[config.mk]
export PLATFORM = sky130hd
export DESIGN_NAME = frio_top
export DESIGN_NICKNAME = d
export VERILOG_FILES = /design/src/core/frio_pkg.sv /design/src/core/frio_edge.sv /design/src/core/frio_top.sv
export SDC_FILE = /design/constraint.sdc
export NUM_CORES = 1
export LEC_CHECK = 0
export ABC_AREA = 1
export BUFFER_PORTS_ARGS = -buffer_cell sky130_fd_sc_hd__clkbuf_2
export CELL_PAD_IN_SITES_DETAIL_PLACEMENT = 0
export CELL_PAD_IN_SITES_GLOBAL_PLACEMENT = 2
export CORE_MARGIN = 2
export CORE_UTILIZATION = 28
export DETAILED_ROUTE_END_ITERATION = 8
export PLACE_DENSITY_LB_ADDON = 0.3
export SYNTH_ARGS = -nofsm -noshare
export SYNTH_HDL_FRONTEND = slang
export SYNTH_SLANG_ARGS = --single-unit
[constraint.sdc]
create_clock -name pclk -period 1.7 [get_ports pclk]
set_input_delay 0.17 -clock pclk [delete_from_list [all_inputs] [get_ports pclk]]
set_output_delay 0.17 -clock pclk [all_outputs]
set_load 0.1 [all_outputs]
[src/core/frio_pkg.sv]
// Package for the remote-I/O handshake block: bit positions, reset values,
// register map of the APB slave and command classes.
// Assumes a single clock domain; used by the top module, the checker and the bench.
package frio_pkg;

  // ----------------------------------------------------------------
  // Control word bit positions (master to device)
  // ----------------------------------------------------------------
  localparam int CTL_MON_LSB = 0;
  localparam int MON_CH = 6;
  localparam int CTL_ALM_CLR = 7;
  localparam int CTL_EXEC = 12;

  // ----------------------------------------------------------------
  // Status word bit positions (device to master)
  // ----------------------------------------------------------------
  localparam int STS_WARN = 6;
  localparam int STS_ALARM = 7;
  localparam int STS_LINK = 8;
  localparam int STS_DONE = 12;
  localparam int STS_REG_ERR = 13;
  localparam int STS_BUSY = 14;
  localparam logic [15:0] STS_RST = 16'h0000;

  // ----------------------------------------------------------------
  // APB register byte offsets
  // ----------------------------------------------------------------
  localparam logic [7:0] OFS_CTRL = 8'h00;
  localparam logic [7:0] OFS_STATUS = 8'h04;
  localparam logic [7:0] OFS_CMD = 8'h08;
  localparam logic [7:0] OFS_RESULT = 8'h0c;
  localparam logic [7:0] OFS_MON_FAIL = 8'h10;
  localparam logic [7:0] OFS_IRQ_STS = 8'h14;
  localparam logic [7:0] OFS_IRQ_EN = 8'h18;
  localparam logic [7:0] OFS_IRQ_CLR = 8'h1c;

  // CMD register: class in [1:0]
  localparam int CMD_CLASS_LSB = 0;
  // RESULT register write: bit0 finish, bit1 error
  localparam int RES_FINISH = 0;
  localparam int RES_ERROR = 1;
  // CTRL register: bit0 alarm trip pulse, bit1 warning level, bit2 link ok
  localparam int CTRL_TRIP = 0;
  localparam int CTRL_WARN = 1;
  localparam int CTRL_LINK = 2;
  localparam logic [2:0] CTRL_RST = 3'h0;

  // Interrupt events
  localparam int IRQ_W = 4;
  localparam int EV_DONE = 0;
  localparam int EV_ERR = 1;
  localparam int EV_ALARM = 2;
  localparam int EV_LAUNCH = 3;
  localparam logic [3:0] IRQ_RST = 4'h0;

  typedef enum logic [1:0] {
    CMD_PARAM,
    CMD_MAINT,
    CMD_OPER,
    CMD_RSVD
  } frio_cmd_class_t;

endpackage

[src/core/frio_edge.sv]
// Request sampler: registers the request word each clock and reports
// rising and falling edges against the previous sample.
// Assumes the request word is synchronous to pclk.
`timescale 1ns/1ps
`default_nettype none
module frio_edge #(
  parameter int W = 16
) (
  input wire logic pclk,
  input wire logic presetn,
  input wire logic [W-1:0] req_in,
  output logic [W-1:0] req_ff,
  output logic [W-1:0] rise,
  output logic [W-1:0] fall
);
  logic [W-1:0] prev_ff;

  always_ff @(posedge pclk or negedge presetn)
  begin
    if (!presetn)
    begin
      req_ff <= '0;
      prev_ff <= '0;
    end
    else
    begin
      req_ff <= req_in;
      prev_ff <= req_ff;
    end
  end

  assign rise = req_ff & ~prev_ff;
  assign fall = ~req_ff & prev_ff;
endmodule
`default_nettype wire

[src/core/frio_top.sv]
// Remote-I/O handshake of the converter's own control and status word,
// with an APB slave through which local firmware runs the command engine.
// Assumes master_to_device_bits is synchronous to pclk.
// What this block does
// - Control bits 0-5 request monitors 0-5; status bits 0-5 show them active.
// - A command launches only on the rising edge of execute request.
// - Execute request covers parameter, maintenance and operation commands.
// - A protective trip sets the alarm bit, held until the alarm clear request falls.
// - Falling alarm clear request while alarmed clears the alarm bit, unless a trip lands in the same cycle.
// - Done at status bit C, register error at D, busy at E.
// - Link health at status bit 8, warning at bit 6, others zero.
// - Success sets done, cleared when execute drops; errors raise register error.
// - Register error clears when the offending request goes low.
// - Busy high while parameter or maintenance command is processed.
// - Monitor active only while requested and processing correctly.
//
// Our own choices: register access over APB and the register addresses.
`timescale 1ns/1ps
`default_nettype none
module frio_top (
  input wire logic pclk,
  input wire logic presetn,
  input wire logic [15:0] master_to_device_bits,
  output logic [15:0] device_to_master_bits,
  output logic cmd_launch,
  output logic irq,
  input wire logic psel,
  input wire logic penable,
  input wire logic pwrite,
  input wire logic [7:0] paddr,
  input wire logic [31:0] pwdata,
  output logic [31:0] prdata,
  output logic pready,
  output logic pslverr
);
  import frio_pkg::*;

  // ----------------------------------------------------------------
  // Request sampling
  // ----------------------------------------------------------------
  logic [15:0] req_s;
  logic [15:0] req_rise;
  logic [15:0] req_fall;

  frio_edge #(.W(16)) u_edge (
    .pclk(pclk),
    .presetn(presetn),
    .req_in(master_to_device_bits),
    .req_ff(req_s),
    .rise(req_rise),
    .fall(req_fall)
  );

  function automatic logic reg_hit(input logic [7:0] a, input logic [7:0] ofs);
    reg_hit = (a == ofs);
  endfunction

  // ----------------------------------------------------------------
  // APB access decode
  // ----------------------------------------------------------------
  logic acc;
  logic wr;
  logic rd;
  logic mapped;
  assign acc = psel & penable;
  assign wr = acc & pwrite;
  assign rd = acc & ~pwrite;
  assign mapped = reg_hit(paddr, OFS_CTRL) | reg_hit(paddr, OFS_STATUS) |
                  reg_hit(paddr, OFS_CMD) | reg_hit(paddr, OFS_RESULT) |
                  reg_hit(paddr, OFS_MON_FAIL) | reg_hit(paddr, OFS_IRQ_STS) |
                  reg_hit(paddr, OFS_IRQ_EN) | reg_hit(paddr, OFS_IRQ_CLR);

  logic [2:0] ctrl_ff;
  logic [1:0] cmd_class_ff;
  logic [MON_CH-1:0] mon_fail_ff;
  logic [IRQ_W-1:0] irq_sts_ff;
  logic [IRQ_W-1:0] irq_en_ff;
  logic trip;
  logic res_finish;
  logic res_error;

  // Trip is a write-one pulse so a standing bit cannot re-arm the alarm
  assign trip = wr & reg_hit(paddr, OFS_CTRL) & pwdata[CTRL_TRIP];
  assign res_finish = wr & reg_hit(paddr, OFS_RESULT) & pwdata[RES_FINISH];
  assign res_error = wr & reg_hit(paddr, OFS_RESULT) & pwdata[RES_ERROR];

  always_ff @(posedge pclk or negedge presetn)
  begin
    if (!presetn)
      ctrl_ff <= CTRL_RST;
    else if (wr && reg_hit(paddr, OFS_CTRL))
      ctrl_ff <= {pwdata[CTRL_LINK], pwdata[CTRL_WARN], 1'b0};
  end

  always_ff @(posedge pclk or negedge presetn)
  begin
    if (!presetn)
      cmd_class_ff <= 2'h0;
    else if (wr && reg_hit(paddr, OFS_CMD))
      cmd_class_ff <= pwdata[CMD_CLASS_LSB +: 2];
  end

  // ----------------------------------------------------------------
  // Command engine
  // ----------------------------------------------------------------
  typedef enum logic [1:0] {
    ST_IDLE,
    ST_RUN,
    ST_DONE,
    ST_ERR
  } frio_st_t;

  frio_st_t st_ff;
  frio_st_t nxt_st;
  frio_cmd_class_t run_class_ff;
  logic exec_lvl;
  logic exec_rise;
  assign exec_lvl = req_s[CTL_EXEC];
  assign exec_rise = req_rise[CTL_EXEC];

  always_comb
  begin
    nxt_st = st_ff;
    case (st_ff)
      ST_IDLE:
        if (exec_rise)
          nxt_st = ST_RUN;
      ST_RUN:
        if (res_error)
          nxt_st = ST_ERR;
        else if (res_finish)
          nxt_st = ST_DONE;
      ST_DONE, ST_ERR:
        if (!exec_lvl)
          nxt_st = ST_IDLE;
      default:
        nxt_st = ST_IDLE;
    endcase
    // Execute dropped mid-run: abandon without a result
    if (st_ff == ST_RUN && !exec_lvl && !res_error && !res_finish)
      nxt_st = ST_IDLE;
  end

  always_ff @(posedge pclk or negedge presetn)
  begin
    if (!presetn)
      st_ff <= ST_IDLE;
    else
      st_ff <= nxt_st;
  end

  always_ff @(posedge pclk or negedge presetn)
  begin
    if (!presetn)
      run_class_ff <= CMD_PARAM;
    else if (st_ff == ST_IDLE && exec_rise)
      run_class_ff <= frio_cmd_class_t'(cmd_class_ff);
  end

  always_ff @(posedge pclk or negedge presetn)
  begin
    if (!presetn)
      cmd_launch <= 1'b0;
    else
      cmd_launch <= (st_ff == ST_IDLE) && exec_rise;
  end

  // ----------------------------------------------------------------
  // Monitor failures, per channel, set by firmware
  // ----------------------------------------------------------------
  generate
    for (genvar i = 0; i < MON_CH; i++)
    begin : g_mon
      always_ff @(posedge pclk or negedge presetn)
      begin
        if (!presetn)
          mon_fail_ff[i] <= 1'b0;
        else if (wr && reg_hit(paddr, OFS_MON_FAIL) && pwdata[i])
          mon_fail_ff[i] <= 1'b1;
        else if (!req_s[CTL_MON_LSB + i])
          mon_fail_ff[i] <= 1'b0;
      end
    end
  endgenerate

  // ----------------------------------------------------------------
  // Alarm
  // ----------------------------------------------------------------
  logic alarm_flag_ff;
  always_ff @(posedge pclk or negedge presetn)
  begin
    if (!presetn)
      alarm_flag_ff <= 1'b0;
    else if (trip)
      alarm_flag_ff <= 1'b1;
    else if (req_fall[CTL_ALM_CLR])
      alarm_flag_ff <= 1'b0;
  end

  // ----------------------------------------------------------------
  // Status word
  // ----------------------------------------------------------------
  logic [15:0] nxt_sts;
  always_comb
  begin
    nxt_sts = STS_RST;
    nxt_sts[CTL_MON_LSB +: MON_CH] = req_s[CTL_MON_LSB +: MON_CH] & ~mon_fail_ff;
    nxt_sts[STS_WARN] = ctrl_ff[CTRL_WARN];
    nxt_sts[STS_ALARM] = alarm_flag_ff;
    nxt_sts[STS_LINK] = ctrl_ff[CTRL_LINK];
    nxt_sts[STS_DONE] = (st_ff == ST_DONE);
    nxt_sts[STS_REG_ERR] = (st_ff == ST_ERR) | (|mon_fail_ff);
    nxt_sts[STS_BUSY] = (st_ff == ST_RUN) &&
                        (run_class_ff == CMD_PARAM || run_class_ff == CMD_MAINT);
  end

  always_ff @(posedge pclk or negedge presetn)
  begin
    if (!presetn)
      device_to_master_bits <= STS_RST;
    else
      device_to_master_bits <= nxt_sts;
  end

  // ----------------------------------------------------------------
  // Interrupts
  // ----------------------------------------------------------------
  logic [IRQ_W-1:0] ev;
  assign ev[EV_DONE] = (st_ff == ST_RUN) && (nxt_st == ST_DONE);
  assign ev[EV_ERR] = (st_ff == ST_RUN) && (nxt_st == ST_ERR);
  assign ev[EV_ALARM] = trip;
  assign ev[EV_LAUNCH] = (st_ff == ST_IDLE) && exec_rise;

  // Set wins over a clear landing in the same cycle
  always_ff @(posedge pclk or negedge presetn)
  begin
    if (!presetn)
      irq_sts_ff <= IRQ_RST;
    else if (wr && reg_hit(paddr, OFS_IRQ_CLR))
      irq_sts_ff <= (irq_sts_ff & ~pwdata[IRQ_W-1:0]) | ev;
    else
      irq_sts_ff <= irq_sts_ff | ev;
  end

  always_ff @(posedge pclk or negedge presetn)
  begin
    if (!presetn)
      irq_en_ff <= IRQ_RST;
    else if (wr && reg_hit(paddr, OFS_IRQ_EN))
      irq_en_ff <= pwdata[IRQ_W-1:0];
  end

  always_ff @(posedge pclk or negedge presetn)
  begin
    if (!presetn)
      irq <= 1'b0;
    else
      irq <= |(irq_sts_ff & irq_en_ff);
  end

  // ----------------------------------------------------------------
  // APB read path; answers in the access cycle, zero wait states
  // ----------------------------------------------------------------
  logic [31:0] rmux;
  always_comb
  begin
    rmux = 32'h0000_0000;
    case (paddr)
      OFS_CTRL: rmux = {29'h0, ctrl_ff};
      OFS_STATUS: rmux = {16'h0, device_to_master_bits};
      OFS_CMD: rmux = {30'h0, cmd_class_ff};
      OFS_RESULT: rmux = {30'h0, st_ff};
      OFS_MON_FAIL: rmux = {26'h0, mon_fail_ff};
      OFS_IRQ_STS: rmux = {28'h0, irq_sts_ff};
      OFS_IRQ_EN: rmux = {28'h0, irq_en_ff};
      default: rmux = 32'h0000_0000;
    endcase
  end

  always_ff @(posedge pclk or negedge presetn)
  begin
    if (!presetn)
    begin
      prdata <= 32'h0000_0000;
      pready <= 1'b0;
      pslverr <= 1'b0;
    end
    else
    begin
      // Registered ready: setup cycle arms it, access completes next edge
      pready <= psel & ~penable;
      pslverr <= psel & ~penable & ~mapped;
      if (psel && !penable && !pwrite)
        prdata <= rmux;
    end
  end

  logic unused;
  assign unused = rd;
endmodule
`default_nettype wire

; Word level (Yosys, flattened, before mapping)
; Index checks and enable logic that the tools add are counted.
[op_classes]
addsub = 0
mul = 0
n_div = 0
magnitude_cmp = 0
eq_ne = 19
n_shift = 0
muxes = 22
bitwise = 30
n_reduce_logical = 33
[ops]
columns = cell, count
row1 = case mux 15 bit (7 select lines), 1
row2 = "== test 8 x 5 -> 1 bit, second input constant", 4
row3 = logical AND 1 bit, 20
row4 = "== test 8 x 4 -> 1 bit, second input constant", 2
row5 = 2-to-1 mux 1 bit, 14
row6 = bitwise AND 13 bit, 1
row7 = NOT 13 bit, 1
row8 = "inequality test 2 bit, second input constant", 6
row9 = 2-to-1 mux 2 bit, 5
row10 = bitwise AND 1 bit, 9
row11 = bitwise AND 4 bit, 2
row12 = bitwise AND 8 bit, 1
row13 = "== test 2 bit, second input constant", 4
row14 = "== test 8 x 3 -> 1 bit, second input constant", 1
row15 = logical NOT 8 bit, 1
row16 = NOT 8 bit, 1
row17 = bitwise OR 1 bit, 8
row18 = bitwise OR 4 bit, 2
row19 = bitwise AND 6 bit, 1
row20 = NOT 6 bit, 1
row21 = case mux 2 bit (3 select lines), 1
row22 = OR reduction 6 bit, 1
row23 = logical NOT 1 bit, 5
row24 = "== test 2 x 1 -> 1 bit, second input constant", 2
row25 = 8 further kinds, 10
[word_totals]
reg_bits = 97
latchBits = 0
mem_bits_rw = 0
rom_bits = 0
in_bits = 61
out_inout_bits = 52
wordCells = 125
mem_count = 0

; Depth between registers and ports, before layout
; Gate-level depths: netlist (run 1).
[depth]
word_depth = 12
mapped_depth = 10
ltp_nobuf = 9

; By module
; From an unflattened synthesis (run 1), not the netlist that was laid out.
[unflattened]
hier_cells = 388
hier_area_um2 = 3468.3
[modules_own_cells]
columns = mod, n_inst, cells_per_inst, area_per_inst_um2, seq_area_each_um2
row1 = frio_top, 1, 292, 2427.3, 1251.2
row2 = frio_edge, 1, 96, 1041.0, 800.8

; Worst setup path before layout (run 1)
; Ideal clock, no wire load.
[synth_timing]
path_type = register to register
start = register device_to_master_bits[0]
end = register prdata[0]
setup_ns = 0.068
t_arrival_ns = 1.283
t_required_ns = 1.632
setup_slack_ns = 0.350
stages_incl_launch_ff = 7
path_buffers = 0
synth_period_minus_slack_ns = 1.350
cell_sequence = dfrtp_1 inv_1 nor2_1 nor2_1 nand2_1 nand2_1 nand2_1
[synth_via]
elab_chain_cells = 1
[synth_lines]
columns = item, line_no
row1 = from (decl), frio_top.sv:24  ; output logic [15:0] device_to_master_bits,
row2 = from (signal assigned), frio_top.sv:222  ; device_to_master_bits <= nxt_sts;
row3 = case mux 15 bit (7 select lines), frio_top.sv:268  ; case (paddr)
row4 = to (signal assigned), frio_top.sv:294  ; prdata <= rmux;
row5 = to (decl), frio_top.sv:32  ; output logic [31:0] prdata,
; No other way between the ends.
; A chain may end at the register's enable or synchronous reset.

; Worst setup path after layout (run 1)
[layout_timing]
start = register device_to_master_bits[1]
end = output port device_to_master_bits[1]
; No word-level cell between the ends.

==> metrics.txt, run 1 <==
status finished clean; fillers 1023; Root Driver clkbuf_8; core area 9284 sq um; Pleak 0.001801 uW; final net count 444; CTS tree built; CTS resizes 0; clk slew on worst S/H paths 70 ps; top-area cell type share of the netlist area 0.5600; Clock Sinks 60; Max Fclk 0.7326 GHz; setup TNS 0 ps; drt total wl 6504 microns; Net Sw Frac 0.3368; delay-heaviest family, CP buffers and inverters; CP Capture Type output port; total track usage 0.1365; first-pass GRT wire length 10520 microns; period utilisation layout 0.8030; Vias 2127; worst endpoint required time 1530 ps; cell taking the most area after synthesis dfrtp_1; internal power 2339 uW; CP Class reg2out; Die Ht 101.9 microns; Iter 0 DRT Violations 61; Seq/Total Area, Yosys 0.5600; most frequent cells in the layout nand2_1, dfrtp_1, clkbuf_2; final setup violation count 0; CP peak stage delay 480 ps; CTS Hold Bufs 9; Num CTS Buffers 9; Syn Area/Cell 8.706 sq um; Placement Rows 35; Slew Viols, Final 0; CP Launch Type flop; clock skew 6.309 ps; Worst Path Max Fanout 2; Yosys cell types 23; clk_lat worst skew 330 ps; combinational share of power 0.201; largest net degree at the start of global routing 22; H-tree levels 3; Via-to-Cell Ratio 4.114; Peak VDD IR 0.0005623 V; minimum clock period 1365 ps; type of the worst min-delay path in2reg; Ports 113; DR DRC count 0; die area 10370 sq um; total congestion overflow 0; crit path from device_to_master_bits[1]$_DFF_PN0_; Critical-path top delay cell clkbuf_2; FF-to-FF Start st_ff[1]$_DFF_PN0_; diode count 0; Initial Utilization 0.2888; hold wc startpoint pwdata[4]; max-cap violations 0; synth warn 0; CP Cell Sequence clkbuf_2; slew margin rel. 0.6098; leading post-synthesis cells by cell area dfrtp_1, nand2_1, buf_4; clk buf depth 2; WL/cell 12.58 microns; cell area power density 1051 nW/um^2; Worst-Margin Slew 585.3 ps; commonest non-fill, non-tap cell in the layout nand2_1; Antenna Nets Post-Route 0; Register Area 1501 sq um; Post CTS Setup Buffer Count 0; placed cells 492; die width 101.9 microns; Critical Path AT 1200 ps; Mapped Area 2681 sq um; Syn Inst Count 308; Clock power frac 0.366; vias in the first global route 2056; ratio of cells with drive above 1 in the final layout 0.2113; final hold violation count 0; GP Congestion 0.8205; drt pass-1 iters 4; HPWL after DPL 4966 microns; Sequential Power Share 0.433; CP Buf/Inv Count 1; post-synthesis register bit count 60; initial antenna violation count 0; PortBufs 54; Syn-to-layout area delta 25.15%; Final Non-Filler Cells 517; footprint of the multi-input gates 928.4 sq um; Net Sw Power 1188 uW; RSZ-0062 raised after global routing no
==> flip-flops by register name, indices dropped and copies added (netlist names), 2 cells and up <==
name and cells:
u_edge.req_ff 8, irq_en_ff 4, cmd_class_ff 2, irq_sts_ff 4, ctrl_ff 2, prdata 12, device_to_master_bits 12, mon_fail_ff 6
u_edge.prev_ff 2, st_ff 2
==> Yosys cell counts <==
master     instances
nor2_1            26
buf_4             26
a31oi_1            1
o22ai_1            1
nor2_4             1
clkinv_1           1
clkbuf_1           1
nor2_2             4
o21ai_1            1
nor4_1             1
nand4_1            3
a22o_1             3
o2111ai_1          1
nor3_1             2
nand3_1           29
o21ai_0           26
nand2_1           81
inv_1             36
nand3_2            1
dfrtp_1           60
nor3_4             1
nand2_4            1
conb_1             1
==> routing by layer <==
layer  part of all wire  vias up  track usage  routed length, microns
met5                  0        -            0                       0
met4             0.0098        0      0.03692                      64
met3              0.063        6      0.04651                     412
met2               0.47       60       0.2191                    3083
met1               0.45      990       0.1772                    2944
li1                   -     1071            -                       -
==> logic make-up (layout without fill, tap and decap cells) <==
| group | after synthesis | after routing | share of synthesized area |
|---|---|---|---|
| other | 1 | 24 | 0.001399 |
| AND/OR/NAND/NOR | 150 | 150 | 0.2445 |
| flip-flops | 60 | 60 | 0.5600 |
| AO/OA/AOI/OAI | 33 | 33 | 0.06813 |
| buffers and inverters | 64 | 121 | 0.1260 |
==> metrics by stage <==
| stage | util | setup WS, ps | hold WS (ps) | power [uW] | cell area (sq um) |
|---|---|---|---|---|---|
| 6_report | 0.3615 | 334.9 | 42.42 | 3527 | 3356 |
| 4_1_cts | 0.3615 | 315.0 | 26.90 | 3588 | 3356 |
| 3_5_place_dp | 0.3299 | 228.8 | 199.8 | 2255 | 3063 |
| 2_1_floorplan | - | 349.6 | -125.6 | 2134 | 2768 |
| 5_1_grt | 0.3615 | 167.9 | 38.61 | 3723 | 3356 |
| 3_3_place_gp | 0.3299 | 222.1 | 196.7 | 2250 | 3063 |
==> tightest hold or removal path, delay by kind of cell <==
family                 cells  cell delay (ps)
buffers and inverters      1               80
AND/OR/NAND/NOR            1               40
AO/OA/AOI/OAI              1               50
==> path summary, 6_finish.rpt <==
check / end / depth (start not counted) / slack [ps]
min in group asynchronous: prdata[1]$_DFFE_PN0P_ / 2 / 370
worst max register to register: irq_sts_ff[1]$_DFF_PN0_ / 7 / 350
worst max-delay path: device_to_master_bits[1] / 1 / 330
max in group asynchronous: device_to_master_bits[0]$_DFF_PN0_ / 3 / 800
worst min-delay path: mon_fail_ff[4]$_DFFE_PN0P_ / 3 / 40
worst min register to register: device_to_master_bits[7]$_DFF_PN0_ / 0 / 370
==> final cells by class <==
class	count	share of cell area
well taps	129	0.04810
flip-flops and latches	60	0.4474
clock inverters	4	0.01417
clock buffers	12	0.04623
inverters	37	0.04139
multi-input cells	207	0.2767
repair buffers	68	0.1260
==> power by group through the flow <==
| stage | sequential [uW] | clock (uW) | combinational, uW |
|---|---|---|---|
| 6_report | 1530 | 1290 | 709 |
| 5_1_grt | 1530 | 1430 | 758 |
| 4_1_cts | 1530 | 1340 | 717 |
| 3_5_place_dp | 1550 | 0 | 700 |
| 3_3_place_gp | 1550 | 0 | 697 |
| 2_1_floorplan | 1740 | 0 | 395 |
(Power assumes the default switching activity.)
==> run 2, diff against run 1 <==
ABC_AREA = 0   (was 1)
CORE_UTILIZATION = 26   (was 28)
clock period = 1.17 ns   (was 1.7 ns; I/O delays follow)
==> run 2 against run 1 <==
Effect of this change:
- the run now ends with setup timing left
- sequential cell count is the same
- via count shrank 8.4%
- sequential power grew 46%
- global-route usage shrank 1.1 points
- clock skew is essentially flat
- worst hold slack gained 7.1 ps
- synthesized cell count shrank 32%
- final area grew 26%
- combinational power grew 96%
- register-to-register slack lost 490 ps
- critical path type is now in2reg
- highest routed layer unchanged
==> metrics.txt, run 2 <==
status complete, but fails checks; failing checks setup timing; clock skew 5.982 ps (-0.3277 ps); GR peak layer met2; final hold slack 49.56 ps (+7.141 ps); final setup violation count 27 (+27); DR DRC count 0 (unchanged); die width 103.9 microns (+2.0%); minimum clock period 1357 ps; most numerous cell in the Yosys netlist dfrtp_1; clk_lat worst skew 340 ps (about the same); commonest non-fill, non-tap cell in the layout dfrtp_1; Max Fclk 0.7368 GHz; top-area cell type share of the netlist area 0.5792 (+0.01919); met2 usage in global routing 0.1880 (-0.03116); H-tree levels 3 (unchanged); initial antenna violation count 0 (unchanged); crit path from paddr[1]; Num CTS Buffers 9 (unchanged); GP Congestion 0.7909 (-3.6%); placed cells 433 (-12%); cell taking the most area after synthesis dfrtp_1; Critical Path Sink prdata[2]$_DFFE_PN0P_; Syn-to-layout area delta 62.74%; Levels on crit path 6 (+5); CP Cell Sequence clkbuf_2 -> or4_4 -> buf_4 -> or3_4 -> o22ai_2 -> mux2_2; HPWL after DPL 4615 microns (-7.1%); Root Driver clkbuf_8; first-pass GRT wire length 10330 microns (-1.8%); ratio of cells with drive above 1 in the final layout 0.5000 (+0.2887); Placement Setup Slack -622.9 ps (-851.6 ps); Clock Sinks 60 (unchanged); Ports 113 (unchanged); vias in the first global route 1919 (-6.7%); Critical-path top delay cell or4_4; drt pass-1 iters 4 (unchanged); Worst Path Max Fanout 5 (+3); max-cap violations 0 (unchanged); leading post-synthesis cells by cell area dfrtp_1, buf_4, a22o_1; FF-to-FF Start device_to_master_bits[2]$_DFF_PN0_; Yosys cell types 45 (+96%); PortBufs 54 (unchanged); most frequent cells in the layout dfrtp_1, buf_4, buf_12; clk slew on worst S/H paths 60 ps (about the same); Final Non-Filler Cells 465 (-10%); routing usage on met1 0.1667 (-0.01050); type of the worst min-delay path in2reg; total track usage 0.1252 (-0.01132); met3 GRT Util 0.03008 (-0.01644); synth warn 0 (unchanged); Syn Area/Cell 12.46 sq um (+43%); Post-synth EDFFs 0 (unchanged); Final WS setup -187.3 ps (-522.2 ps); Tot Pwr 5401 uW (+53%); CP Capture Type flop; Reg2Reg Depth 4 (-3); post-synthesis register bit count 60 (unchanged); final hold violation count 0 (unchanged); worst endpoint required time 1440 ps (-90 ps); delay-heaviest family, CP simple AND/OR/NAND/NOR gates; WL/cell 13.86 microns (+10%); asr flop ratio synth 1.000 (unchanged); Top Registers device_to_master_bits (12), prdata (12), u_edge.req_ff (8); Initial Utilization 0.2665 (-0.02235); CTS tree built; CP Class in2reg; drt total wl 6447 microns (-0.88%); die area 10790 sq um (+4.0%); Iter 0 DRT Violations 43 (-30%); Placement Rows 36 (+2.9%); CP Buf/Inv Count 2 (+1); Mapped Area 2592 sq um (-3.3%); Peak VDD IR 0.0004284 V (-24%); setup TNS -2900 ps (-2900 ps); Synth Flop Type dfrtp_1; Slew Viols, Final 0 (unchanged); Antenna Nets Post-Route 0 (unchanged); Seq/Total Area, Yosys 0.5792 (+0.01919); total congestion overflow 0 (unchanged); RSZ-0062 raised after global routing yes; Die Ht 103.9 microns (+2.0%); diode count 0 (unchanged); register-to-register setup slack -140 ps (-490 ps); Syn Inst Count 208 (-32%); period utilisation layout 1.160; CP peak stage delay 580 ps (+100 ps); commonest cells in the netlist dfrtp_1, buf_4, a22o_1; final net count 388 (-13%); clk buf depth 2 (unchanged); Vias 1948 (-8.4%); worst r2r dst prdata[2]$_DFFE_PN0P_; Via-to-Cell Ratio 4.189 (+1.8%); Critical Path AT 1630 ps (+430 ps); core area 9729 sq um (+4.8%); cell area power density 1280 nW/um^2 (+22%); hold depth 3 (unchanged); Pleak 0.002025 uW (+12%); CP Launch Type input pin; largest net degree at the start of global routing 61 (+180%)
[run 2: cell types whose count changed after synthesis, sizes merged, moves of 6 or more]
cell / previous run / this run
nand3: 30 / 6
nor2: 31 / 4
a22oi: 0 / 6
nand2: 82 / 15
o21ai: 27 / 4
mux2: 0 / 13
nor2b: 0 / 13
a22o: 3 / 17
inv: 36 / 2
[run 2: cells by family after synthesis]
group	synth area share
AO/OA/AOI/OAI	0.1202
other	0.001446
multiplexers	0.07674
buffers and inverters	0.08832
flip-flops	0.5792
AND/OR/NAND/NOR	0.1342
[run 2: worst min-delay path by stage]
| stage | from | endpoint |
|---|---|---|
| 2_1_floorplan | presetn | alarm_flag_ff$_DFFE_PN0P_ |
| 3_3_place_gp | presetn | prdata[7]$_DFFE_PN0P_ |
| 3_5_place_dp | presetn | prdata[7]$_DFFE_PN0P_ |
| 4_1_cts | penable | pready$_DFF_PN0_ |
| 5_1_grt | penable | pready$_DFF_PN0_ |
| 6_report | penable | pready$_DFF_PN0_ |
[run 2: power by group]
group          total [uW]  internal (uW)  switching [uW]
Clock                1770            999             772
Sequential           2240           2160            79.4
Combinational        1390            475             918
Total                5400           3630            1770
[run 2: metrics by stage]
| step | util | cell area [sq um] |
|---|---|---|
| floorplan | - | 2703 |
| global placement | 0.3807 | 3704 |
| detailed placement | 0.3807 | 3704 |
| CTS | 0.4254 | 4139 |
| global route | 0.4336 | 4219 |
| finish | 0.4336 | 4219 |
[run 2: layout make-up]
class                           count  area (sq um)
Clock buffer                       15         186.4
Clock inverter                      1         5.005
Fill cell                         935          5510
Inverter                            2         7.507
Multi-Input combinational cell    137          1105
Sequential cell                    60          1506
Tap cell                          133         166.4
Timing Repair Buffer              117          1242
[run 2: worst register-to-register path, cell delays in order, from the launching register on]
cell and delay (ps):
dfrtp_2 410, mux2_2 270, a22oi_2 160, o22ai_2 90
mux2_2 260
[run 2: repair_timing]
item / CTS / global route
hold buffers: 11 / 0
gates resized for setup: 18 / 21
pin swaps: 9 / 6
setup endpoints to repair: 38 / 39
endpoints found under the hold margin: 70 / 0
setup buffers: 7 / 0
[run 2: per-layer routing]
layer	wire length [microns]	part of all wire
met1	2924	0.45
met2	3125	0.48
met3	271	0.042
met4	125	0.019
met5	0	0
==> run 3, diff against run 2 <==
MAX_ROUTING_LAYER = met4   (was not set)
==> run 3 against run 2 <==
Effect of this change:
- the flow still finishes with violations (setup timing)
- combinational power barely moved
- final area about the same
- sequential power is essentially flat
- critical path depth did not move
- worst setup slack about the same
- critical path type unchanged
- critical endpoint unchanged
- largest cell class unchanged
==> metrics.txt, run 3 (synthesized netlist as in run 2, its figures left out) <==
status complete, but fails checks; failing checks setup timing; max-cap violations 0 (unchanged); first-pass GRT wire length 10360 microns (+0.33%); Initial Utilization 0.2665 (unchanged); clk buf depth 2 (unchanged); largest net degree at the start of global routing 61 (unchanged); Root Driver clkbuf_8; diode count 0 (unchanged); Placement Setup Slack -622.9 ps (unchanged); Die Ht 103.9 microns (unchanged); Peak VDD IR 0.0004261 V (-0.55%); total congestion overflow 0 (unchanged); Post-Route Utilization 0.4340 (about the same); Pleak 0.002029 uW (+0.18%); final hold violation count 0 (unchanged); register-to-register setup slack -150 ps (about the same); clock skew 7.439 ps (+1.458 ps); area post-placement 3704 sq um (unchanged); setup TNS -2963 ps (-62.60 ps); CP Cell Sequence clkbuf_2 -> or4_4 -> buf_4 -> or3_4 -> o22ai_2 -> mux2_2; Ports 113 (unchanged); CP Class in2reg; worst endpoint required time 1440 ps (about the same); Max Fclk 0.7367 GHz (about the same); Critical-path top delay cell or4_4; die width 103.9 microns (unchanged); HPWL after DPL 4615 microns (unchanged); Top Registers device_to_master_bits (12), prdata (12), u_edge.req_ff (8); cell area power density 1280 nW/um^2 (about the same); die area 10790 sq um (unchanged); WL/cell 13.96 microns (+0.70%); vias in the first global route 1907 (-0.63%); clk slew on worst S/H paths 60 ps (about the same); period utilisation layout 1.160 (about the same); minimum clock period 1357 ps (+0.2100 ps); Syn-to-layout area delta 62.89% (about the same); metal3 WL 257 microns (-5.2%); Placement Rows 36 (unchanged); Final Cell Area 4223 sq um (about the same); most frequent cells in the layout dfrtp_1, buf_4, buf_12; ratio of cells with drive above 1 in the final layout 0.5000 (unchanged); Num CTS Buffers 9 (unchanged); drt total wl 6492 microns (+0.70%); H-tree levels 3 (unchanged); CTS tree built; DR DRC count 0 (unchanged); top routing layer used met4; final net count 388 (unchanged); Clock Sinks 60 (unchanged); Worst Path Max Fanout 5 (unchanged); CP peak stage delay 580 ps (about the same); Iter 0 DRT Violations 38 (-12%); clk_lat worst skew 340 ps (about the same); CP Buf/Inv Count 2 (unchanged); Slew Viols, Final 0 (unchanged); initial antenna violation count 0 (unchanged); Via-to-Cell Ratio 4.215 (+0.62%); Final WS setup -187.5 ps (-0.2100 ps); core area 9729 sq um (unchanged); RSZ-0062 raised after global routing yes; CP Launch Type input pin; Vias 1960 (+0.62%); Antenna Nets Post-Route 0 (unchanged); type of the worst min-delay path in2reg; PortBufs 54 (unchanged); drt pass-1 iters 4 (unchanged); commonest non-fill, non-tap cell in the layout dfrtp_1; Critical Path AT 1630 ps (about the same); GP Congestion 0.8020 (+1.4%); final setup violation count 27 (unchanged); WL met1 2940 microns (+0.55%); CP Capture Type flop; delay-heaviest family, CP simple AND/OR/NAND/NOR gates; WL met2 3210 microns (+2.7%); total track usage 0.1296 (+0.004443)
[run 3: cell counts in the layout (fill, tap and decap cells not counted)]
Identical to the previous run, type by type.
[run 3: power breakdown]
group / internal (uW) / switching [uW] / leakage [uW]
sequential: 2160 / 79.2 / 0.000785
clock: 1000 / 773 / 0.0000997
combinational: 476 / 920 / 0.00114
[run 3: worst reg2reg max path, cell delays in order, from the launching register on]
cell and delay (ps):
dfrtp_2 410, mux2_4 270, a22oi_2 160, o22ai_2 90
mux2_2 260
[run 3: final cells by class]
class / count / area, sq um
clock buffer: 15 / 186.4
sequential: 60 / 1506
timing repair buffer: 117 / 1242
multi-input combinational: 137 / 1109
clock inverter: 1 / 5.005
fill: 933 / 5507
tap: 133 / 166.4
inverter: 2 / 7.507
[run 3: repair_timing]
item,in CTS,in global routing
cloned,0,0
endpoints found under the hold margin,70,0
hold buffers,11,0
resized for setup,18,22
pin swaps,9,6
buffers inserted,7,0
setup endpoints to repair,38,39
[run 3: path summary, 6_finish.rpt]
| kind | start | to | cells after the start |
|---|---|---|---|
| max | paddr[1] | prdata[2]$_DFFE_PN0P_ | 6 |
| min | penable | pready$_DFF_PN0_ | 3 |
| max reg2reg | device_to_master_bits[2]$_DFF_PN0_ | prdata[2]$_DFFE_PN0P_ | 4 |
| min reg2reg | alarm_flag_ff$_DFFE_PN0P_ | device_to_master_bits[7]$_DFF_PN0_ | 0 |
| max in group asynchronous | presetn | device_to_master_bits[2]$_DFF_PN0_ | 3 |
| min in group asynchronous | presetn | prdata[7]$_DFFE_PN0P_ | 3 |
[run 3: routing by layer]
layer,vias up,global-route usage
met3,7,0.03383
met4,0,0.06757
li1,934,-
met5,-,-
met2,54,0.1884
met1,965,0.1663
[run 3: per-stage QoR]
step / hold slack (ps) / power [uW] / std cells
2_1_floorplan: -178.6 / 3111 / 231
3_3_place_gp: 156.4 / 3566 / 433
3_5_place_dp: 157.4 / 3566 / 433
5_1_grt: 62.74 / 5634 / 465
6_report: 52.19 / 5405 / 465
4_1_cts: 37.56 / 5428 / 466
